$ cat src/tcc_pkg.sv
package tcc_pkg;
    // Machine cycle: six oscillator periods, taken as six mclk cycles
    localparam int unsigned MCYC_LEN = 6;
    localparam logic [2:0] MCYC_LAST = 3'h5;
    localparam logic [2:0] MCYC_ZERO = 3'h0;
    // Channel count and count width
    localparam int unsigned NCH = 4;
    localparam int unsigned CW = 16;
    localparam logic [15:0] CNT_RST = 16'h0000;
    localparam logic [15:0] CNT_ONES = 16'hFFFF;
    localparam logic [15:0] CNT_ONE = 16'h0001;

    // Count input selection
    typedef enum logic [1:0] {
        TCC_STOP = 2'h0,
        TCC_TIMER = 2'h1,
        TCC_COUNTER = 2'h2,
        TCC_GATED = 2'h3
    } tcc_cmode_t;

    // Per-channel function
    typedef enum logic [1:0] {
        TCC_CH_OFF = 2'h0,
        TCC_CH_CMP = 2'h1,
        TCC_CH_CAP = 2'h2
    } tcc_chfn_t;

    // Configuration bits, plain ports
    typedef struct packed {
        tcc_cmode_t count_mode;
        logic presc_div12;        // 1: count every second machine cycle
        logic reload_en;
        logic reload_mode1;       // 0: on overflow, 1: on trigger pin fall
        logic external_trigger_enable;
        logic [3:0] ch_cmp_mode1; // Per channel compare mode 1
        logic [3:0] ch_cap_rise;  // Per channel capture edge, 1 rising
    } tcc_cfg_t;

    // Event flags, each a one-cycle pulse
    typedef struct packed {
        logic timer_overflow_flag;
        logic external_trigger_flag;
        logic [3:0] ch_req;
    } tcc_evt_t;
endpackage : tcc_pkg

$ cat src/tcc_sync.sv
`timescale 1ns/10ps
`default_nettype none
// Two-flop synchroniser for a vector of pins
module tcc_sync #(
    parameter int unsigned W = 1
) (
    // Clock and reset
    input wire logic mclk,
    input wire logic rst_b,
    // Data
    input wire logic [W-1:0] d,
    output logic [W-1:0] q
);
    logic [W-1:0] meta_ff;

    // First stage feeds only the second
    always_ff @(posedge mclk or negedge rst_b) begin
        if (!rst_b) begin
            meta_ff <= '0;
            q <= '0;
        end else begin
            meta_ff <= d;
            q <= meta_ff;
        end
    end
endmodule : tcc_sync
`default_nettype wire

$ cat src/tcc_top.sv
// How it works
// - 16-bit count; rollover from all ones to zero pulses overflow flag.
// - Timer mode counts every machine cycle or every second one.
// - Gated mode counts only while gate pin is high.
// - Gate pin sampled once per machine cycle.
// - Event mode counts a falling edge seen across two machine samples.
// - Reload mode 0 loads reload value on rollover and flags overflow.
// - Reload mode 1 loads reload value on trigger pin falling edge.
// - Trigger fall sets external trigger flag only when enabled.
// - Enabled compare channel matching count pulses its request.
// - Compare mode 0 output rises on match, falls on overflow.
// - Compare mode 0 ignores software writes to the output bit.
// - Compare mode 1 writes go to shadow, copied out on match.
// - Mode 1 match toggles output only when shadow differs.
// - Four compare outputs and four capture inputs.
`timescale 1ns/10ps
`default_nettype none
module tcc_top (
    // Clock and reset
    input wire logic mclk,
    input wire logic rst_b,
    // Configuration
    input wire tcc_pkg::tcc_cfg_t cfg,
    input wire tcc_pkg::tcc_chfn_t [3:0] ch_fn,
    input wire logic [15:0] reload_value,
    input wire logic [3:0][15:0] cmp_value,
    // Software port write into channel output bits
    input wire logic [3:0] port_wr,
    input wire logic [3:0] port_wdata,
    // Pins
    input wire logic gate_event_input_pin,
    input wire logic reload_trigger_pin,
    input wire logic [3:0] cap_pin,
    output logic [3:0] cmp_pin,
    // Status
    output logic [15:0] count,
    output logic [3:0][15:0] cap_value,
    output tcc_pkg::tcc_evt_t evt
);
    import tcc_pkg::*;

    logic rst_meta_ff;
    logic rst_sync_ff;
    logic [5:0] pin_s;
    logic [2:0] mcyc_ff;
    logic [2:0] nxt_mcyc;
    logic half_ff;
    logic gate_smp_ff;
    logic gate_prev_ff;
    logic trig_smp_ff;
    logic trig_prev_ff;
    logic [3:0] cap_prev_ff;
    logic [15:0] cnt_ff;
    logic [15:0] nxt_cnt;
    logic [3:0] out_ff;
    logic [3:0] shadow_ff;

    // Reset released through two flops, asserted at once
    always_ff @(posedge mclk or negedge rst_b) begin
        if (!rst_b) begin
            rst_meta_ff <= 1'b0;
            rst_sync_ff <= 1'b0;
        end else begin
            rst_meta_ff <= 1'b1;
            rst_sync_ff <= rst_meta_ff;
        end
    end

    // Pins cross into mclk before any logic looks at them
    tcc_sync #(.W(6)) u_sync (
        .mclk(mclk),
        .rst_b(rst_sync_ff),
        .d({cap_pin, reload_trigger_pin, gate_event_input_pin}),
        .q(pin_s)
    );

    // Machine cycle strobe and prescaler phase
    wire mcyc_end = (mcyc_ff == MCYC_LAST);
    assign nxt_mcyc = mcyc_end ? MCYC_ZERO : mcyc_ff + 3'h1;
    always_ff @(posedge mclk or negedge rst_sync_ff) begin
        if (!rst_sync_ff) begin
            mcyc_ff <= MCYC_ZERO;
            half_ff <= 1'b0;
        end else begin
            mcyc_ff <= nxt_mcyc;
            if (mcyc_end)
                half_ff <= ~half_ff;
        end
    end

    // Pin samples taken once per machine cycle
    // Reset low like the synchroniser, so an idle-low pin fakes no fall
    always_ff @(posedge mclk or negedge rst_sync_ff) begin
        if (!rst_sync_ff) begin
            gate_smp_ff <= 1'b0;
            gate_prev_ff <= 1'b0;
            trig_smp_ff <= 1'b0;
            trig_prev_ff <= 1'b0;
        end else if (mcyc_end) begin
            gate_smp_ff <= pin_s[0];
            gate_prev_ff <= gate_smp_ff;
            trig_smp_ff <= pin_s[1];
            trig_prev_ff <= trig_smp_ff;
        end
    end

    // Count enables, decoded per machine cycle
    // Event edge needs two samples, so peak rate is half the machine rate
    wire rate_ok = ~cfg.presc_div12 | half_ff;
    wire tick_timer = mcyc_end & rate_ok & (cfg.count_mode == TCC_TIMER);
    wire tick_gated = mcyc_end & rate_ok & gate_smp_ff
                      & (cfg.count_mode == TCC_GATED);
    wire tick_event = mcyc_end & gate_prev_ff & ~gate_smp_ff
                      & (cfg.count_mode == TCC_COUNTER);
    wire tick = tick_timer | tick_gated | tick_event;
    wire ovf = tick & (cnt_ff == CNT_ONES);
    wire trig_fall = mcyc_end & trig_prev_ff & ~trig_smp_ff;
    wire ld_ovf = ovf & cfg.reload_en & ~cfg.reload_mode1;
    wire ld_trig = trig_fall & cfg.reload_en & cfg.reload_mode1;

    // Trigger load wins over a simultaneous count step
    assign nxt_cnt = (ld_trig | ld_ovf) ? reload_value
                   : tick ? cnt_ff + CNT_ONE : cnt_ff;

    always_ff @(posedge mclk or negedge rst_sync_ff) begin
        if (!rst_sync_ff)
            cnt_ff <= CNT_RST;
        else
            cnt_ff <= nxt_cnt;
    end

    // Per-channel compare and capture, all four alike
    logic [3:0] match;
    logic [3:0] cap_hit;
    logic [3:0] nxt_out;
    genvar g;
    generate
        for (g = 0; g < NCH; g++) begin : g_ch
            wire is_cmp = (ch_fn[g] == TCC_CH_CMP);
            wire is_cap = (ch_fn[g] == TCC_CH_CAP);
            // Match only on the cycle the count changes, so a held
            // value fires once per pass
            assign match[g] = is_cmp & tick & (nxt_cnt == cmp_value[g]);
            wire fall = cap_prev_ff[g] & ~pin_s[2+g];
            wire rise = ~cap_prev_ff[g] & pin_s[2+g];
            assign cap_hit[g] = is_cap & (cfg.ch_cap_rise[g] ? rise : fall);
            // Mode 0: match sets, overflow clears; match wins a tie
            wire m0 = match[g] ? 1'b1 : ovf ? 1'b0 : out_ff[g];
            // Mode 1: shadow copied on match, identical level stays put
            wire m1 = match[g] ? shadow_ff[g] : out_ff[g];
            assign nxt_out[g] = ~is_cmp ? out_ff[g]
                              : cfg.ch_cmp_mode1[g] ? m1 : m0;

            always_ff @(posedge mclk or negedge rst_sync_ff) begin
                if (!rst_sync_ff)
                    cap_value[g] <= CNT_RST;
                else if (cap_hit[g])
                    cap_value[g] <= cnt_ff;
            end
        end
    endgenerate

    // Shadow latch takes software writes in either mode; mode 0 output ignores it
    always_ff @(posedge mclk or negedge rst_sync_ff) begin
        if (!rst_sync_ff) begin
            shadow_ff <= '0;
            out_ff <= '0;
            // Matches synchroniser reset; an idle-high pin still shows one
            // rise after reset, so enable rising capture once pins settle
            cap_prev_ff <= '0;
        end else begin
            for (int i = 0; i < NCH; i++) begin
                if (port_wr[i])
                    shadow_ff[i] <= port_wdata[i];
            end
            out_ff <= nxt_out;
            cap_prev_ff <= pin_s[5:2];
        end
    end

    // Registered outputs
    always_ff @(posedge mclk or negedge rst_sync_ff) begin
        if (!rst_sync_ff) begin
            evt <= '0;
        end else begin
            evt.timer_overflow_flag <= ovf;
            evt.external_trigger_flag <= trig_fall & cfg.external_trigger_enable;
            evt.ch_req <= match | cap_hit;
        end
    end
    assign cmp_pin = out_ff;
    assign count = cnt_ff;
endmodule : tcc_top
`default_nettype wire

$ cat config.mk
export PLATFORM = sky130hd
export DESIGN_NAME = tcc_top
export DESIGN_NICKNAME = d
export VERILOG_FILES = /design/src/tcc_pkg.sv /design/src/tcc_sync.sv /design/src/tcc_top.sv
export SDC_FILE = /design/constraint.sdc
export NUM_CORES = 1
export LEC_CHECK = 0
export ABC_AREA = 1
export BUFFER_PORTS_ARGS = -buffer_cell sky130_fd_sc_hd__buf_2
export CAP_MARGIN = 10
export CORE_UTILIZATION = 51
export CTS_CLUSTER_SIZE = 30
export DETAILED_ROUTE_END_ITERATION = 12
export PLACE_DENSITY_LB_ADDON = 0.08
export RECOVER_POWER = 100
export SLEW_MARGIN = 5
export SYNTH_ARGS = -nofsm -noshare
export SYNTH_HDL_FRONTEND = slang
export SYNTH_SLANG_ARGS = --single-unit
$ cat constraint.sdc
create_clock -name mclk -period 4.6 [get_ports mclk]
set_clock_uncertainty 0.15 [all_clocks]
set_input_delay 0.69 -clock mclk [delete_from_list [all_inputs] [get_ports mclk]]
set_output_delay 0.69 -clock mclk [all_outputs]
set_load 0.01 [all_outputs]
# After elaboration in Yosys (flattened, before gate mapping)
# Index checks and enable logic that the tools add are counted.
# word_totals
ff_bits	120
latch_bits	0
ram_bits	0
mem_bits_ro	0
input_bits	118
output_inout_bits	90
wordCells	131
n_memories	0
# classes
add_sub_neg	2
multipliers	0
n_div	0
magnitude_cmp	0
n_eq_ne	21
shifts	0
n_mux	20
n_bitwise	53
reduce_logical	8
# ops
cell	count
$eq 16x16->1	4
$and 1x1->1	35
$mux 16	2
$mux 1	17
$add 16x1->16 const B	1
$eq 16x16->1 const B	1
$not 1->1	13
$eq 2x2->1 const B	6
$reduce_and 3->1	4
$eq 2x1->1 const B	5
$ne 2x1->1 const B	4
$reduce_bool 2->1	4
$or 1x1->1	4
$or 4x4->4	1
$add 3x1->3 const B	1
$eq 3x3->1 const B	1
$mux 3	1

# Logic depth before layout (Yosys ltp)
# Gate-level depths: netlist of the first run.
# depth
ltp_word	16
depth_mapped	22
mapped_depth_nobuf	22

# By module
# Synthesis of the first run repeated with hierarchy kept, for this count alone.
# hier_totals
hier_cells	877
hier_area_um2	6449.9
# by_module_without_submodules
module	n_inst	cells_per_inst	area_each_um2	seq_area_each_um2
tcc_top	1	865	6149.6	2702.6
tcc_sync	1	12	300.3	300.3

# Worst setup path before layout of the first run
# Ideal clock, no wire load.
# synth_path
kind	flip-flop to flip-flop
start	register cnt_ff[0], in the netlist count[0]
end	register out_ff[1], in the netlist cmp_pin[1]
setup_time_ns	0.118
arrival_time_ns	2.372
required_ns	4.332
slack_ns	1.960
stages_incl_launch_ff	22
path_buffers	1
synth_period_minus_slack_ns	2.640
cell_sequence	dfrtp_1 ha_1 inv_2 nor2_4 nand2_1 nor2_1 nand2_2 nand2_4 nand2_4 buf_8 nand2_4 nand2_2 nand2_1 nand2_1 nor2_1 nand3_1 nor2_1 nand2_1 nand2_1 nand2_1 nor2_1 nor2_1
# synth_between
elab_chain_cells	10
elab_cells_between_ends	15
cone_classes	1 x add/sub; 3 x eq/ne; 4 x mux; 5 x bitwise; 2 x reduce/logical
# synth_rtl
item	line_no	rtl
start, declared	tcc_top.sv:53	logic [15:0] cnt_ff;
start signal, assigned	tcc_top.sv:129	cnt_ff <= nxt_cnt;
branches (longest 10 deep; another with $add 16x1->16)	--	
end signal, assigned	tcc_top.sv:176	out_ff <= nxt_out;
end, declared	tcc_top.sv:55	logic [3:0] out_ff;
# Several ways; the timed one is not identified.
# A chain may end at the register's enable or synchronous reset.

# Final worst setup path of the first run
# layout_path
start	register cnt_ff[0], in the netlist count[0]
end	register out_ff[0], in the netlist cmp_pin[0]
# layout_between
elab_chain_cells	10
elab_cells_between_ends	15
cone_classes	1 x add/sub; 3 x eq/ne; 4 x mux; 5 x bitwise; 2 x reduce/logical
# layout_rtl
item	line_no	rtl
branches (longest 5 deep; another with $add 16x1->16)	--	
$mux 16 *	tcc_top.sv:122	assign nxt_cnt = (ld_trig | ld_ovf) ? reload_value
via nxt_cnt[6]	tcc_top.sv:54	logic [15:0] nxt_cnt;
$eq 16x16->1 *	tcc_top.sv:143	assign match[g] = is_cmp & tick & (nxt_cnt == cmp_value[g]);
$and 1x1->1 *	tcc_top.sv:143	
$ne 2x1->1 (no line) (tied with other cells)	--	
$reduce_and 3->1 (no line) / $mux 1 (equally long branches)	--	
# Mark *: on every way through the listed nets, which the timed path passes.

==> results of run 1 <==
power by group:
part	internal, mW	switching (mW)	leakage (nW)
Combinational	0.309	0.613	2.61
Clock	0.941	0.486	0.315
Sequential	1.25	0.149	1.46
path summary, 6_finish.rpt:
path,end,start,cells past startpoint
min reg2reg,u_sync.q[2]$_DFF_PN0_,u_sync.meta_ff[2]$_DFF_PN0_,0
max,cmp_pin[0]$_DFFE_PN0P_,count[0]$_DFF_PN0_,22
max reg2reg,cmp_pin[0]$_DFFE_PN0P_,count[0]$_DFF_PN0_,22
min,u_sync.q[2]$_DFF_PN0_,u_sync.meta_ff[2]$_DFF_PN0_,0
max in group asynchronous,cap_value[17]$_DFFE_PN0P_,rst_sync_ff$_DFF_PN0_,1
min in group asynchronous,evt[4]$_DFF_PN0_,rst_sync_ff$_DFF_PN0_,0
registers in the layout, summed over array words and instances, names as in the netlist:
name / cells
cap_value: 64
rst_sync_ff: 1
trig_prev_ff: 1
shadow_ff: 4
u_sync.meta_ff: 6
cmp_pin: 4
count: 16
gate_prev_ff: 1
cap_prev_ff: 4
rst_meta_ff: 1
half_ff: 1
u_sync.q: 6
evt: 6
mcyc_ff: 3
trig_smp_ff: 1
gate_smp_ff: 1
metal layers:
| layer | vias up | wire, um | share of wire (%) | global-route usage (%) |
|---|---|---|---|---|
| met4 | 0 | 220 | 1.2 | 7.01 |
| met1 | 2916 | 8230 | 47 | 39.9 |
| met3 | 20 | 1220 | 6.9 | 6.88 |
| li1 | 3187 | - | - | - |
| met2 | 249 | 7990 | 45 | 44.3 |
| met5 | - | 0 | 0 | 0 |
synthesized netlist by cell type, drive strengths merged:
master and number:
buf 7, nand2 344, or2 1, o21ai 87, a21oi 8, nor4 1, nand3b 30, dfrtp 120
mux2 4, clkbuf 12, ha 1, conb 1, nand4 11, xor2 3, nor2 85, o211ai 4
a21boi 1, nand3 53, and2 1, inv 97
cells in the final DEF, fill, tap and decap left out:
cell / n
nand2_1: 329
dfrtp_1: 120
buf_2: 116
clkbuf_1: 96
inv_1: 92
o21ai_0: 84
nor2_1: 83
nand3_1: 52
nand3b_1: 29
clkbuf_16: 17
nand4_1: 11
a21oi_1: 8
nand2_4: 8
nand2_2: 7
o211ai_1: 4
mux2_2: 4
bufinv_16: 4
clkinv_4: 4
inv_2: 3
xor2_1: 3
o21ai_1: 3
nor2_2: 2
clkinv_1: 2
clkinv_2: 2
clkbuf_8: 2
a21boi_4: 1
or2_0: 1
nand3_2: 1
nand3b_2: 1
and2_1: 1
nor4_1: 1
ha_1: 1
clkinvlp_4: 1
inv_8: 1
inv_6: 1
dlygate4sd3_1: 1
buf_4: 1
clkbuf_2: 1
conb_1: 1
cell type report:
type | count | area, um2
Fill cell | 1176 | 4030
Tap cell | 168 | 210
Clock inverter | 13 | 193
Clock buffer | 19 | 453
Multi-Input combinational cell | 635 | 2890
Timing Repair Buffer | 215 | 963
Inverter | 97 | 364
Sequential cell | 120 | 3000
cell families (layout without fill, tap and decap cells):
family,Yosys count,in the layout,synth area share [%]
other,1,1,0.0585
buffers and inverters,116,344,7.26
multiplexers,4,4,0.703
XOR/XNOR,3,3,0.410
AO/OA/AOI/OAI,100,100,8.18
flip-flops,120,120,46.8
AND/OR/NAND/NOR,526,526,36.3
adder cells (fa/ha/maj),1,1,0.195
per-stage QoR:
stage / cells / hold WS, ps / power, mW / setup slack, ps
floorplan: 871 / 181 / 1.97 / 859
global placement: 1234 / 116 / 2.37 / 1140
detailed placement: 1234 / 114 / 2.38 / 1060
CTS: 1267 / 120 / 3.82 / 1130
global route: 1267 / 203 / 3.97 / 473
finish: 1267 / 198 / 3.75 / 838
==> Flow_metrics.wiki, run 1 <==
{| class="wikitable"
! Metric !! Value
|-
| Max Buffers Root-to-Sink || 2
|-
| Ordered cell list for the critical path || ha_1 > clkinv_1 > nor2_1 > nand2_1 > nor2_1 > nand2_2 > nand2_4 > nand2_4 > inv_1 > nand2_1 > nand2_1 > clkinv_1 > nand2_1 > nand2_1 > nor2_1 > nand2_1 > nor2_1 > nand2_1 > nand2_1 > nand2_1 > nand2_1 > nand2_1
|-
| Setup repair after global routing missed its margin || no
|-
| Number of hold violations in the final report || 0
|-
| Setup TNS Final || 0 ps
|-
| Net count of the mapped netlist || 990
|-
| Netlist area before placement || 6410 um2
|-
| Largest net degree at the start of global routing || 51
|-
| Area growth from synthesis to layout || 26.0%
|-
| Number of resized instances in the post-cts repair step || 0
|-
| Floorplan die area || 13000 um2
|-
| Peak supply drop || 0.258 mV
|-
| Crit end category || flip-flop
|-
| Global routing usage summed across all routing layers || 28.4%
|-
| Status || finished, violations left
|-
| Number of nets in the layout || 1205
|-
| Number of violations reported at the end of detailed-routing iteration 0 || 577
|-
| Starting Density || 52.9%
|-
| Post-route standard cell area excluding fillers || 8080 um2
|-
| Detail Placement HPWL || 13600 um
|-
| Sequential-to-total area share from yosys stat || 46.8%
|-
| TritonCTS clock tree || done
|-
| CTS sink count || 120
|-
| Maximum clock frequency || 266 MHz
|-
| Total power density per cell area || 464 nW/um2
|-
| Number of buffers inserted by post-CTS setup repair || 0
|-
| Crit share post-route || 81.8%
|-
| Number of detailed-route iterations in the first pass || 5
|-
| Height of the die || 114 um
|-
| Port bufs || 207
|-
| Distinct cell type count of the synthesized netlist || 31
|-
| Final Setup Violations || 0
|-
| Number of violations of the max-capacitance limit || 1
|-
| Number of storage elements in the synthesis netlist || 120
|-
| DRC || 0
|-
| Failing checks || capacitance limit, slew limit
|-
| Wire length of the first global-routing pass || 28400 um
|-
| Average vias per placed instance || 5.03
|-
| Antenna violations before repair || 0
|-
| Worst setup path class || flip-flop to flip-flop
|-
| Number of primary I/O pins || 208
|-
| Final global-route overflow total || 0
|-
| Wirelength, routed || 17700 um
|-
| Most area-consuming cells after synthesis || dfrtp_1 (47%), nand2_1 (19%), o21ai_0 (6.6%), inv_1 (5.3%), nor2_1 (4.7%)
|-
| Clock latency of the later-clocked register in the worst-skew pair || 410 ps
|-
| Number of antenna cells inserted || 0
|-
| Cell type with the highest aggregate area in the netlist || dfrtp_1
|-
| Vias in the first global route || 5771
|-
| Buffer and inverter count on the worst path || 3
|-
| Final critical-path required period || 3760 ps
|-
| Fraction of layout instances using a drive strength above 1 || 16.1%
|-
| Leak || 4.38 nW
|-
| CP arrival || 3910 ps
|-
| RePlAce Congestion || 0.911
|-
| Worst Tran Pin Value || 2250 ps
|-
| Synth warn || 0
|-
| Required time at the endpoint of the critical path || 4750 ps
|-
| Worst path most repeated cell || nand2_1
|-
| Fin. max-slew vios || 40
|-
| Area share of the leading cell type in the synthesized netlist || 46.8%
|-
| Die extent in x || 114 um
|-
| H-tree depth reported by CTS || 4
|-
| Post-DRT Antenna Nets || 0
|-
| Row Count || 40
|-
| Tightest Hold Check Type || flip-flop to flip-flop
|-
| Synth Instances || 871
|-
| Largest stage delay, worst path || 480 ps
|-
| Slowest stage cell on the critical path || dfrtp_1
|-
| Clock root buffer || clkbuf_16
|-
| CTS Buf Count || 17
|-
| Cell type group with the largest total delay on the critical path || simple AND/OR/NAND/NOR gates
|-
| Count of hold-fix buffers inserted at cts || 1
|-
| Largest fanout on the critical path || 19
|-
| Clock slew seen by the registers of the worst setup and hold paths || 60 ps
|-
| Final core occ || 66.7%
|-
| Worst Setup Start Kind || flip-flop
|-
| Placed instance area || 7610 um2
|-
| Average wire per cell in the routed design || 13.9 um
|-
| Vias || 6372
|-
| Relative slew slack || -49.9%
|-
| Worst reg-to-reg setup slack || 840 ps
|-
| Post-synthesis average cell area || 7.36 um2
|-
| Core Region || 12100 um2
|}
(Power assumes the default switching activity.)
==> inputs of run 2 (changes only) <==
--- a/config.mk
+++ b/config.mk
@@ -8,7 +8,7 @@
 export ABC_AREA = 1
 export BUFFER_PORTS_ARGS = -buffer_cell sky130_fd_sc_hd__buf_2
 export CAP_MARGIN = 10
-export CORE_UTILIZATION = 51
+export CORE_UTILIZATION = 46
 export CTS_CLUSTER_SIZE = 30
 export DETAILED_ROUTE_END_ITERATION = 12
 export PLACE_DENSITY_LB_ADDON = 0.08
==> constraint.sdc (replaced) <==
create_clock -name mclk -period 3.4 [get_ports mclk]
set_clock_uncertainty 0.15 [all_clocks]
set_input_delay 0.51 -clock mclk [delete_from_list [all_inputs] [get_ports mclk]]
set_output_delay 0.51 -clock mclk [all_outputs]
set_load 0.01 [all_outputs]
==> run 2 against run 1 <==
Against the previous run: the run still ends with capacitance limit, slew limit left; wire length grew 3.2%; clock power is 38% higher; utilization down 5.6 points; global-route usage decreased by 2.2 points.
==> Flow_metrics.wiki, run 2 (synthesis gave the netlist of run 1 again) <==
{| class="wikitable"
! Metric !! Value
|-
| Status || finished, violations left
|-
| Failing checks || capacitance limit, slew limit
|-
| Largest fanout on the critical path || 19
|-
| RePlAce Congestion || 0.884
|-
| DRC || 0
|-
| Leak || 4.40 nW
|-
| Internal Power || 3.43 mW
|-
| Commonest non-fill, non-tap cells in the layout || nand2_1 (323), buf_2 (120), dfrtp_1 (119)
|-
| Peak supply drop || 0.342 mV
|-
| Clock slew seen by the registers of the worst setup and hold paths || 60 ps
|-
| Setup TNS Final || 0 ps
|-
| Combinational power share || 25.0%
|-
| Fin. max-slew vios || 73
|-
| Row Count || 42
|-
| Detail Placement HPWL || 14000 um
|-
| Number of buffers inserted by post-CTS setup repair || 0
|-
| Fraction of layout instances using a drive strength above 1 || 17.6%
|-
| Max Buffers Root-to-Sink || 2
|-
| Floorplan die area || 14400 um2
|-
| Global routing usage summed across all routing layers || 26.2%
|-
| Vias in the first global route || 5866
|-
| Vias || 6323
|-
| Number of violations reported at the end of detailed-routing iteration 0 || 448
|-
| Height of the die || 120 um
|-
| Area growth from synthesis to layout || 27.6%
|-
| H-tree depth reported by CTS || 4
|-
| Least setup slack across all paths after layout || 236 ps
|-
| Total power density per cell area || 629 nW/um2
|-
| Number of antenna cells inserted || 0
|-
| Sequential Power Share || 36.6%
|-
| Number of flip-flops under the largest register name || 64
|-
| Switching power total || 1.72 mW
|-
| Final critical-path required period || 3160 ps
|-
| Final Setup Violations || 0
|-
| Setup repair after global routing missed its margin || no
|-
| Clock root buffer || clkbuf_16
|-
| Port bufs || 207
|-
| Maximum clock frequency || 316 MHz
|-
| Antenna violations before repair || 0
|-
| Post-route standard cell area excluding fillers || 8180 um2
|-
| Crit end category || flip-flop
|-
| Worst Setup Start Kind || flip-flop
|-
| Worst Reg2Reg Path Length in Cells || 20
|-
| Worst reg-to-reg setup slack || 240 ps
|-
| Number of primary I/O pins || 208
|-
| Register with the highest flop count || cap_value
|-
| Number of nets in the layout || 1212
|-
| Pre-CTS WS || 128 ps
|-
| Wirelength, routed || 18200 um
|-
| Final global-route overflow total || 0
|-
| Clk pwr share || 38.4%
|-
| Hold Path Depth || 1
|-
| Number of detailed-route iterations in the first pass || 6
|-
| Die extent in x || 120 um
|-
| Placed instance area || 7670 um2
|-
| CTS Buf Count || 17
|-
| Share of total power consumed by net switching || 33.4%
|-
| Average wire per cell in the routed design || 14.2 um
|-
| Worst setup path class || flip-flop to flip-flop
|-
| Number of violations of the max-capacitance limit || 1
|-
| CP arrival || 3310 ps
|-
| TritonCTS clock tree || done
|-
| Most common library cell in the layout ignoring fill and taps || nand2_1
|-
| Total power || 5.15 mW
|-
| Post-DRT Antenna Nets || 0
|-
| Tightest Hold Check Type || input port to flip-flop
|-
| Wire length of the first global-routing pass || 29200 um
|-
| Worst Tran Pin Value || 1550 ps
|-
| Required time at the endpoint of the critical path || 3540 ps
|-
| Average vias per placed instance || 4.93
|-
| Number of hold violations in the final report || 0
|-
| Core Region || 13400 um2
|-
| Largest net degree at the start of global routing || 73
|-
| Relative slew slack || -3.56%
|-
| Starting Density || 47.8%
|-
| Crit share post-route || 93.1%
|-
| CTS sink count || 120
|-
| Clock latency of the later-clocked register in the worst-skew pair || 410 ps
|}
-- run 2: area by class of cell --
class	instances	area (um2)
fill	1334	5220
clock buffer	18	429
sequential	120	3000
inverter	97	364
timing repair buffer	222	1000
tap	176	220
clock inverter	14	220
multi-input combinational	635	2940
-- run 2: per-layer routing --
metal | track usage, % | up-vias | part of all wire (%)
li1 | - | 3189 | -
met4 | 6.56 | 0 | 0.81
met5 | 0 | - | 0
met1 | 37.3 | 2894 | 47
met2 | 41.1 | 224 | 45
met3 | 4.85 | 16 | 7.2
-- run 2: repair_timing --
item / CTS / global route
gates resized for setup: 0 / 2
endpoints found under the hold margin: 2 / 0
endpoints found under the setup margin: 0 / 4
hold buffers: 1 / 0
-- run 2: final timing paths --
path	endpoint	from
hold / removal	u_sync.meta_ff[5]$_DFF_PN0_	cap_pin[3]
min in group asynchronous	rst_meta_ff$_DFF_PN0_	rst_b
setup / recovery	cmp_pin[0]$_DFFE_PN0P_	count[1]$_DFF_PN0_
max in group asynchronous	cap_value[42]$_DFFE_PN0P_	rst_sync_ff$_DFF_PN0_
setup reg to reg	cmp_pin[0]$_DFFE_PN0P_	count[1]$_DFF_PN0_
hold reg to reg	u_sync.q[1]$_DFF_PN0_	u_sync.meta_ff[1]$_DFF_PN0_
-- run 2: worst max-delay path, cell delays in order (launching register included) --
cell     delay (ps)
dfrtp_1         380
ha_2            250
inv_2            60
nor2_4          130
nand2_1          90
nor2_1          170
nand2_2         100
nand2_4         170
nand2_8         170
inv_2           150
nand2_1         160
nand3_1         120
nand2_1          50
nor2_1          160
nand3_1          90
nor2_1          250
nand2_1         140
nand2_1         100
nand2_1          50
nand2_1          60
nand2_1          40
-- run 2: through the flow --
step | hold slack, ps | util, % | cells
detailed placement | 149 | 57.3 | 1249
finish | 58.6 | 61.0 | 1282
global placement | 148 | 57.3 | 1249
CTS | 46.3 | 62.2 | 1282
floorplan | 64.4 | - | 871
global route | 39.4 | 61.0 | 1282
-- run 2: power by group through the flow --
stage	Clock (mW)	Sequential (mW)	Combinational, mW
detailed placement	0	1.90	1.35
floorplan	0	2.00	0.667
finish	1.98	1.89	1.28
CTS	1.99	1.88	1.36
global route	2.07	1.92	1.46
global placement	0	1.89	1.34
